[config.mk]
export PLATFORM = sky130hd
export DESIGN_NAME = ocs_source_select
export DESIGN_NICKNAME = d
export VERILOG_FILES = /design/src/hw/ocs_source_select.v /design/src/hw/ocs_sync_ctrl.v
export VERILOG_INCLUDE_DIRS = /design/src /design/src/hw
export SDC_FILE = /design/constraint.sdc
export NUM_CORES = 1
export LEC_CHECK = 0
export BUFFER_PORTS_ARGS = -buffer_cell sky130_fd_sc_hd__buf_2
export CORE_AREA = 2 2 87 89
export CTS_BUF_LIST = sky130_fd_sc_hd__clkbuf_8
export DETAILED_ROUTE_END_ITERATION = 6
export DIE_AREA = 0 0 89 91
export PLACE_DENSITY = 0.77
export SLEW_MARGIN = 25
export SYNTH_ARGS = -nofsm -noshare
export SYNTH_HDL_FRONTEND = slang
export SYNTH_SLANG_ARGS = --single-unit
export TNS_END_PERCENT = 1
[constraint.sdc]
create_clock -name clk_in -period 6.7 [get_ports clk_in]
set_input_delay 0.67 -clock clk_in [delete_from_list [all_inputs] [get_ports clk_in]]
set_output_delay 0.67 -clock clk_in [all_outputs]
set_load 0.05 [all_outputs]
[src/hw/ocs_consts.vh]
// constants for the output clock source select block
// How it works
// - each sync bit acts only on dividers whose clock comes from its loop, directly or through output 2 or 3.
// - a 0 to 1 sync change holds that loop's dividers in reset while it is 1.
// - a 1 to 0 sync change releases all affected dividers in one cycle.
// - the release clears the coarse phase of the affected outputs to zero.
// - both sync bits reset to 0 so no divider is held after reset.
// - outputs 0 to 3 take the first loop on 0 and the second on 1.
// - outputs 0 and 2 reset to the first loop, 1 and 3 to the second.
// - outputs 4 to 7 use a three-bit code for loops, outputs, refs, crystal.
// - three-bit selectors reset to 000, 010, 110 and 101 for outputs 4 to 7.
// - reserved bits are written as zero and read back undefined (here zero).
// - a new fine phase takes effect only on a toggle of the driving sync bit.
`ifndef OCS_CONSTS_VH
`define OCS_CONSTS_VH
// ----------------------------------------
// register addresses
// ----------------------------------------
`define OCS_ADDR_W 16
`define OCS_ADDR_SYNC_LOW 16'h00A8
`define OCS_ADDR_SEL_45 16'h00A9
`define OCS_ADDR_SEL_67 16'h00AA
`define OCS_ADDR_FIXED 16'h00AB
// ----------------------------------------
// reset values and fixed patterns
// ----------------------------------------
`define OCS_RST_SYNC_LOW 8'h0A
`define OCS_RST_SEL_45 8'h20
`define OCS_RST_SEL_67 8'h56
`define OCS_FIXED_VAL 8'hA0
// ----------------------------------------
// field positions
// ----------------------------------------
`define OCS_SEL_LOW_MSB 3
`define OCS_SYNC0_BIT 4
`define OCS_SYNC1_BIT 5
`define OCS_SEL_A_MSB 2
`define OCS_SEL_A_LSB 0
`define OCS_SEL_B_MSB 6
`define OCS_SEL_B_LSB 4
`define OCS_FRAC_MSB 3
`define OCS_FRAC_LSB 2
`define OCS_WR_MASK_SYNC_LOW 8'h3F
`define OCS_WR_MASK_SEL 8'h77
// ----------------------------------------
// three-bit source codes
// ----------------------------------------
`define OCS_SRC_LOOP0 3'h0
`define OCS_SRC_LOOP1 3'h1
`define OCS_SRC_OUT2 3'h2
`define OCS_SRC_OUT3 3'h3
`define OCS_SRC_REF0 3'h4
`define OCS_SRC_REF1 3'h5
`define OCS_SRC_REF2 3'h6
`define OCS_SRC_XTAL 3'h7
`endif

[src/hw/ocs_source_select.v]
// output clock source select register bank and divider sync
`include "ocs_consts.vh"
module ocs_source_select (
    // clock and reset
    input wire clk_in,
    input wire arst_n_in,
    // register port
    input wire [15:0] reg_addr_in,
    input wire [7:0] reg_wdata_in,
    input wire reg_wr_in,
    input wire reg_rd_in,
    output reg [7:0] reg_rdata_out,
    // clock routing
    output reg [3:0] low_source_out,
    output reg [11:0] high_source_out,
    // divider control
    output reg [7:0] divider_hold_out,
    output reg [7:0] coarse_clear_out,
    output reg [1:0] fine_load_out
);
    // ----------------------------------------
    // reset release
    // ----------------------------------------
    reg [1:0] rst_sync_reg;
    wire rst_n;
    always @(posedge clk_in or negedge arst_n_in) begin
        if (!arst_n_in) begin
            rst_sync_reg <= 2'b00;
        end else begin
            rst_sync_reg <= {rst_sync_reg[0], 1'b1};
        end
    end
    assign rst_n = rst_sync_reg[1];

    // ----------------------------------------
    // registers
    // ----------------------------------------
    reg [7:0] sync_and_low_source_select_reg;
    reg [7:0] source_select_outputs_four_five_reg;
    reg [7:0] source_select_outputs_six_seven_reg;
    wire first_loop_divider_sync;
    wire second_loop_divider_sync;
    wire [2:0] out4_source_choice;
    wire [2:0] out5_source_choice;
    wire [2:0] out6_source_choice;
    wire [2:0] out7_source_choice;
    assign first_loop_divider_sync =
        sync_and_low_source_select_reg[`OCS_SYNC0_BIT];
    assign second_loop_divider_sync =
        sync_and_low_source_select_reg[`OCS_SYNC1_BIT];
    assign out4_source_choice =
        source_select_outputs_four_five_reg[`OCS_SEL_A_MSB:`OCS_SEL_A_LSB];
    assign out5_source_choice =
        source_select_outputs_four_five_reg[`OCS_SEL_B_MSB:`OCS_SEL_B_LSB];
    assign out6_source_choice =
        source_select_outputs_six_seven_reg[`OCS_SEL_A_MSB:`OCS_SEL_A_LSB];
    assign out7_source_choice =
        source_select_outputs_six_seven_reg[`OCS_SEL_B_MSB:`OCS_SEL_B_LSB];

    always @(posedge clk_in or negedge rst_n) begin
        if (!rst_n) begin
            sync_and_low_source_select_reg <= `OCS_RST_SYNC_LOW;
            source_select_outputs_four_five_reg <= `OCS_RST_SEL_45;
            source_select_outputs_six_seven_reg <= `OCS_RST_SEL_67;
        end else if (reg_wr_in) begin
            case (reg_addr_in)
                `OCS_ADDR_SYNC_LOW: begin
                    sync_and_low_source_select_reg <=
                        reg_wdata_in & `OCS_WR_MASK_SYNC_LOW;
                end
                `OCS_ADDR_SEL_45: begin
                    source_select_outputs_four_five_reg <=
                        reg_wdata_in & `OCS_WR_MASK_SEL;
                end
                `OCS_ADDR_SEL_67: begin
                    source_select_outputs_six_seven_reg <=
                        reg_wdata_in & `OCS_WR_MASK_SEL;
                end
                default: begin
                end
            endcase
        end
    end

    // ----------------------------------------
    // which outputs a loop drives
    // ----------------------------------------
    function loop_drives;
        input [2:0] code;
        input loop_sel;
        input out2_on_loop;
        input out3_on_loop;
        begin
            case (code)
                `OCS_SRC_LOOP0: loop_drives = ~loop_sel;
                `OCS_SRC_LOOP1: loop_drives = loop_sel;
                `OCS_SRC_OUT2: loop_drives = out2_on_loop;
                `OCS_SRC_OUT3: loop_drives = out3_on_loop;
                default: loop_drives = 1'b0;
            endcase
        end
    endfunction

    function [7:0] loop_set;
        input loop_sel;
        input [3:0] low;
        input [11:0] high;
        reg [3:0] lo;
        begin
            lo = loop_sel ? low : ~low;
            loop_set = {
                loop_drives(high[11:9], loop_sel, lo[2], lo[3]),
                loop_drives(high[8:6], loop_sel, lo[2], lo[3]),
                loop_drives(high[5:3], loop_sel, lo[2], lo[3]),
                loop_drives(high[2:0], loop_sel, lo[2], lo[3]),
                lo};
        end
    endfunction

    wire [3:0] low_sel;
    wire [11:0] high_sel;
    wire [7:0] uses_first;
    wire [7:0] uses_second;
    assign low_sel = sync_and_low_source_select_reg[`OCS_SEL_LOW_MSB:0];
    assign high_sel = {out7_source_choice, out6_source_choice,
        out5_source_choice, out4_source_choice};
    assign uses_first = loop_set(1'b0, low_sel, high_sel);
    assign uses_second = loop_set(1'b1, low_sel, high_sel);

    // ----------------------------------------
    // sync control per loop
    // ----------------------------------------
    wire [7:0] hold_first;
    wire [7:0] hold_second;
    wire [7:0] rel_first;
    wire [7:0] rel_second;
    ocs_sync_ctrl u_sync_first (
        .clk_in(clk_in),
        .rst_n_in(rst_n),
        .sync_in(first_loop_divider_sync),
        .uses_loop_in(uses_first),
        .hold_out(hold_first),
        .release_out(rel_first)
    );
    ocs_sync_ctrl u_sync_second (
        .clk_in(clk_in),
        .rst_n_in(rst_n),
        .sync_in(second_loop_divider_sync),
        .uses_loop_in(uses_second),
        .hold_out(hold_second),
        .release_out(rel_second)
    );

    // ----------------------------------------
    // outputs
    // ----------------------------------------
    reg [7:0] rdata_next;
    always @* begin
        rdata_next = 8'h00;
        case (reg_addr_in)
            `OCS_ADDR_SYNC_LOW: rdata_next = sync_and_low_source_select_reg;
            `OCS_ADDR_SEL_45: rdata_next = source_select_outputs_four_five_reg;
            `OCS_ADDR_SEL_67: rdata_next = source_select_outputs_six_seven_reg;
            `OCS_ADDR_FIXED: rdata_next = `OCS_FIXED_VAL;
            default: rdata_next = 8'h00;
        endcase
    end

    always @(posedge clk_in or negedge rst_n) begin
        if (!rst_n) begin
            reg_rdata_out <= 8'h00;
            low_source_out <= 4'h0;
            high_source_out <= 12'h000;
            divider_hold_out <= 8'h00;
            coarse_clear_out <= 8'h00;
            fine_load_out <= 2'b00;
        end else begin
            if (reg_rd_in) begin
                reg_rdata_out <= rdata_next;
            end
            low_source_out <= low_sel;
            high_source_out <= high_sel;
            divider_hold_out <= hold_first | hold_second;
            coarse_clear_out <= rel_first | rel_second;
            fine_load_out <= {
                |rel_second[`OCS_FRAC_MSB:`OCS_FRAC_LSB],
                |rel_first[`OCS_FRAC_MSB:`OCS_FRAC_LSB]};
        end
    end
endmodule // ocs_source_select

[src/hw/ocs_sync_ctrl.v]
// per-loop divider hold and release control
module ocs_sync_ctrl (
    // clock and reset
    input wire clk_in,
    input wire rst_n_in,
    // control
    input wire sync_in,
    input wire [7:0] uses_loop_in,
    // status
    output reg [7:0] hold_out,
    output reg [7:0] release_out
);
    reg sync_d_reg;
    wire rise;
    wire fall;
    assign rise = sync_in & ~sync_d_reg;
    assign fall = ~sync_in & sync_d_reg;
    always @(posedge clk_in or negedge rst_n_in) begin
        if (!rst_n_in) begin
            sync_d_reg <= 1'b0;
            hold_out <= 8'h00;
            release_out <= 8'h00;
        end else begin
            sync_d_reg <= sync_in;
            release_out <= 8'h00;
            if (rise) begin
                hold_out <= uses_loop_in;
            end else if (fall) begin
                release_out <= hold_out;
                hold_out <= 8'h00;
            end
        end
    end
endmodule // ocs_sync_ctrl

==> impl_metrics.py <==
metrics = {
    "global_routing": {
        "residual_overflow_from_global_routing": 0,
        "track_usage_pct": 16.0,
        "grt_antenna_before_repair": 0,
        "number_of_global_route_vias_before_repair": 2076,
        "grt_start_max_net_pins": 66,
        "grt_pass1_wl_mm": 9.91,
    },
    "timing": {
        "timing.final.setup_violations": 0,
        "rsz0062_at_grt": "false",
        "max_slew_margin_pct": 48.7,
        "finalHoldViolations": 0,
        "finalCriticalPeriod_ns": 1.67,
        "drv_slew": 0,
        "achievable-frequency_mhz": 600,
        "final.setup_skew_ns": 0.0101,
        "finalSetupTns_ns": 0,
        "fin_worst_hold_slack_ns": 0.0750,
        "layout_worst_path_cycle_share_pct": 24.9,
        "worst_slew_pin_slew_ns": 0.769,
        "layout_setup_ws_ns": 5.03,
    },
    "place": {
        "port_buffers": 68,
        "dpl.hpwl_mm": 4.06,
        "pre_cts_slack_ns": 4.75,
        "place_congestion": 0.803,
    },
    "cts": {
        "cts_num_sinks": 96,
        "cts_root_buf": "sky130_fd_sc_hd__clkbuf_8",
        "numCtsBuffers": 9,
        "tritoncts": "done",
        "post_cts_hold_buffer_count": 0,
        "postCtsResizedCells": 0,
        "clock_path_buffers": 2,
        "htreeDepth": 3,
        "worst_skew_pair.late_latency_ns": 0.36,
        "clk_pin_slew_ns": 0.09,
        "cts_setup_buffers": 0,
    },
    "final_layout": {
        "drive_above_1_share_pct": 39.3,
        "fillerInstances": 590,
        "utilization_pct": 58.3,
        "layout_overhead_on_the_synthesized_area_pct": 18.2,
        "final_net_count": 368,
        "antennaDiodeCount": 0,
        "ff_latch_area_mm2": 0.00241,
        "regMostFlops": "high_source_out",
        "largest_register_ffs": 12,
        "multiInputGateArea_mm2": 0.00102,
    },
    "drt": {
        "initialDrtViolationCount": 97,
        "drcViolationCount": 0,
        "dr.pass1.iters": 4,
        "wl_per_cell_um": 13.3,
        "post_detailed_route_via_to_cell_ratio": 4.88,
        "drt.antenna.violating_nets": 0,
        "detailroute.via_count": 2146,
        "wire_length_after_detailed_routing_mm": 5.86,
    },
    "worst_setup_path": {
        "worstSetupEndpointType": "primary output",
        "crit_path_start_kind": "flip-flop",
        "cp_num_buf_inv": 1,
        "data_arrival_time_of_the_worst_path_ns": 1.00,
        "path_max_fanout": 2,
        "worst_path_cell_trace": "buf_2",
        "ff2ff_setup_slack_ns": 5.28,
        "critical_path_required_ns": 6.03,
        "crit_family": "flip-flops",
        "critical_path_class": "flip-flop to primary output",
        "critPathSlowestCell": "sky130_fd_sc_hd__dfrtp_1",
        "critical_path.max_stage_delay_ns": 0.37,
    },
    "pwr": {
        "maximum_vdd_drop_mv": 0.114,
        "fin_total_pwr_mw": 0.981,
        "power_per_cell_area_mw_per_mm2": 236,
        "p_leak_nw": 2.19,
    },
    "die": {
        "core_area_mm2": 0.00714,
        "die_height_um": 91,
        "fp.dieArea_mm2": 0.00810,
        "core.rowCount": 31,
        "pin_count": 70,
        "die_width_um": 89,
        "floorplan.initialDensity_pct": 49.3,
    },
    "synthesis": {
        "synth.net_count": 296,
        "mappedNetlistArea_mm2": 0.00352,
        "ys_seq_area_share_pct": 68.6,
        "postSynthRegisterBits": 96,
        "postSynthCellCount": 264,
        "synth.avg_cell_area_um2": 13.3,
        "synth.lib_cells_used.distinct": 31,
        "ys.warnings.count": 0,
    },
    "outcome": {
        "status": "completed",
    },
    "flow_run": {
        "max-cap-violations": 0,
    },
    "hold_path": {
        "hold_path_class": "primary input to async pin",
    },
}
layout make-up:
class | count | area share (%)
repair buffers | 69 | 8.36
flip-flops and latches | 96 | 58.1
inverters | 15 | 1.35
clock inverters | 6 | 1.44
multi-input cells | 145 | 24.5
well taps | 99 | 2.98
clock buffers | 10 | 3.31
through the flow:
step           instance area (µm²)  std cells
5_1_grt                       4160        440
3_3_place_gp                  3960        424
4_1_cts                       4160        440
2_1_floorplan                 3520        264
6_report                      4160        440
3_5_place_dp                  3960        424
cells in the final DEF, fill, tap and decap left out, drive strengths merged, types with 4 or more instances in the layout:
cell type and count:
ha 4, dfstp 7, o21ai 9, clkbuf 10
or2 18, a21oi 8, o31ai 4, inv 16
buf 69, nor2 6, o41ai 4, mux2 18
a31oi 4, and2 16, nand2 24, nand3b 4
mux2i 4, o22ai 9, dfrtp 89
worst paths after layout:
| path | endpoint | depth (start not counted) | from |
|---|---|---|---|
| hold reg to reg | high_source_out[1]$_DFF_PN0_ | 0 | rst_sync_reg[1]$_DFF_PN0_ |
| max in group asynchronous | u_sync_second.release_out[2]$_DFF_PN0_ | 1 | rst_sync_reg[1]$_DFF_PN0_ |
| setup reg to reg | u_sync_second.release_out[0]$_DFF_PN0_ | 3 | sync_and_low_source_select_reg[5]$_DFFE_PN0P_ |
| setup / recovery | reg_rdata_out[0] | 1 | reg_rdata_out[0]$_DFFE_PN0P_ |
| min in group clk_in | rst_sync_reg[1]$_DFF_PN0_ | 0 | rst_sync_reg[0]$_DFF_PN0_ |
| hold / removal | rst_sync_reg[1]$_DFF_PN0_ | 1 | arst_n_in |
logic make-up after synthesis:
logic type,Yosys count,share of synthesized area [%]
AO/OA/AOI/OAI,39,6.79
adder cells (fa/ha/maj),4,1.42
buffers and inverters,23,2.49
flip-flops,96,68.6
multiplexers,22,7.01
other,1,0.107
AND/OR/NAND/NOR,79,13.6
cells in the mapped netlist:
cell type                  number  area share [%]
sky130_fd_sc_hd__dfrtp_1       89              63
sky130_fd_sc_hd__nand2_1       24             2.6
sky130_fd_sc_hd__or2_2         18             3.2
sky130_fd_sc_hd__mux2_2        17             5.4
sky130_fd_sc_hd__and2_1        16             2.8
sky130_fd_sc_hd__inv_1         14             1.5
sky130_fd_sc_hd__o22ai_1        9             1.6
sky130_fd_sc_hd__a21oi_1        8             1.1
sky130_fd_sc_hd__clkbuf_1       7            0.75
sky130_fd_sc_hd__dfstp_2        7             5.2
sky130_fd_sc_hd__o21ai_0        7             1.0
sky130_fd_sc_hd__nor2_1         6            0.64
sky130_fd_sc_hd__a31oi_1        4            0.71
sky130_fd_sc_hd__ha_1           4             1.4
sky130_fd_sc_hd__mux2i_1        4             1.1
sky130_fd_sc_hd__nand3b_1       4            0.85
sky130_fd_sc_hd__o31ai_1        4            0.85
sky130_fd_sc_hd__o41ai_1        4             1.0
sky130_fd_sc_hd__nand3_4        3             1.5
sky130_fd_sc_hd__nor2b_1        3            0.53
sky130_fd_sc_hd__o21ai_1        2            0.28
sky130_fd_sc_hd__a22oi_1        1            0.21
sky130_fd_sc_hd__and2b_1        1            0.21
sky130_fd_sc_hd__and4_4         1            0.32
sky130_fd_sc_hd__and4bb_2       1            0.36
sky130_fd_sc_hd__buf_2          1            0.14
sky130_fd_sc_hd__clkinv_1       1            0.11
sky130_fd_sc_hd__conb_1         1            0.11
sky130_fd_sc_hd__mux2_4         1            0.43
sky130_fd_sc_hd__nor4_1         1            0.18
sky130_fd_sc_hd__nor4b_2        1            0.43
power by group:
part	total [mW]	internal, mW	switching, mW	leakage (nW)
combinational	0.0232	0.00783	0.0154	0.773
clock	0.375	0.181	0.193	0.104
sequential	0.583	0.580	0.00339	1.31
metal layers:
metal / up-vias / global-route usage, % / share of wire (%)
li1: 1031 / - / -
met1: 1034 / 22.2 / 45
met2: 72 / 24.1 / 47
met3: 9 / 4.09 / 5.9
met4: 0 / 6.72 / 2.0
met5: - / 0 / 0
No activity file was read; power rests on OpenSTA's default activity.
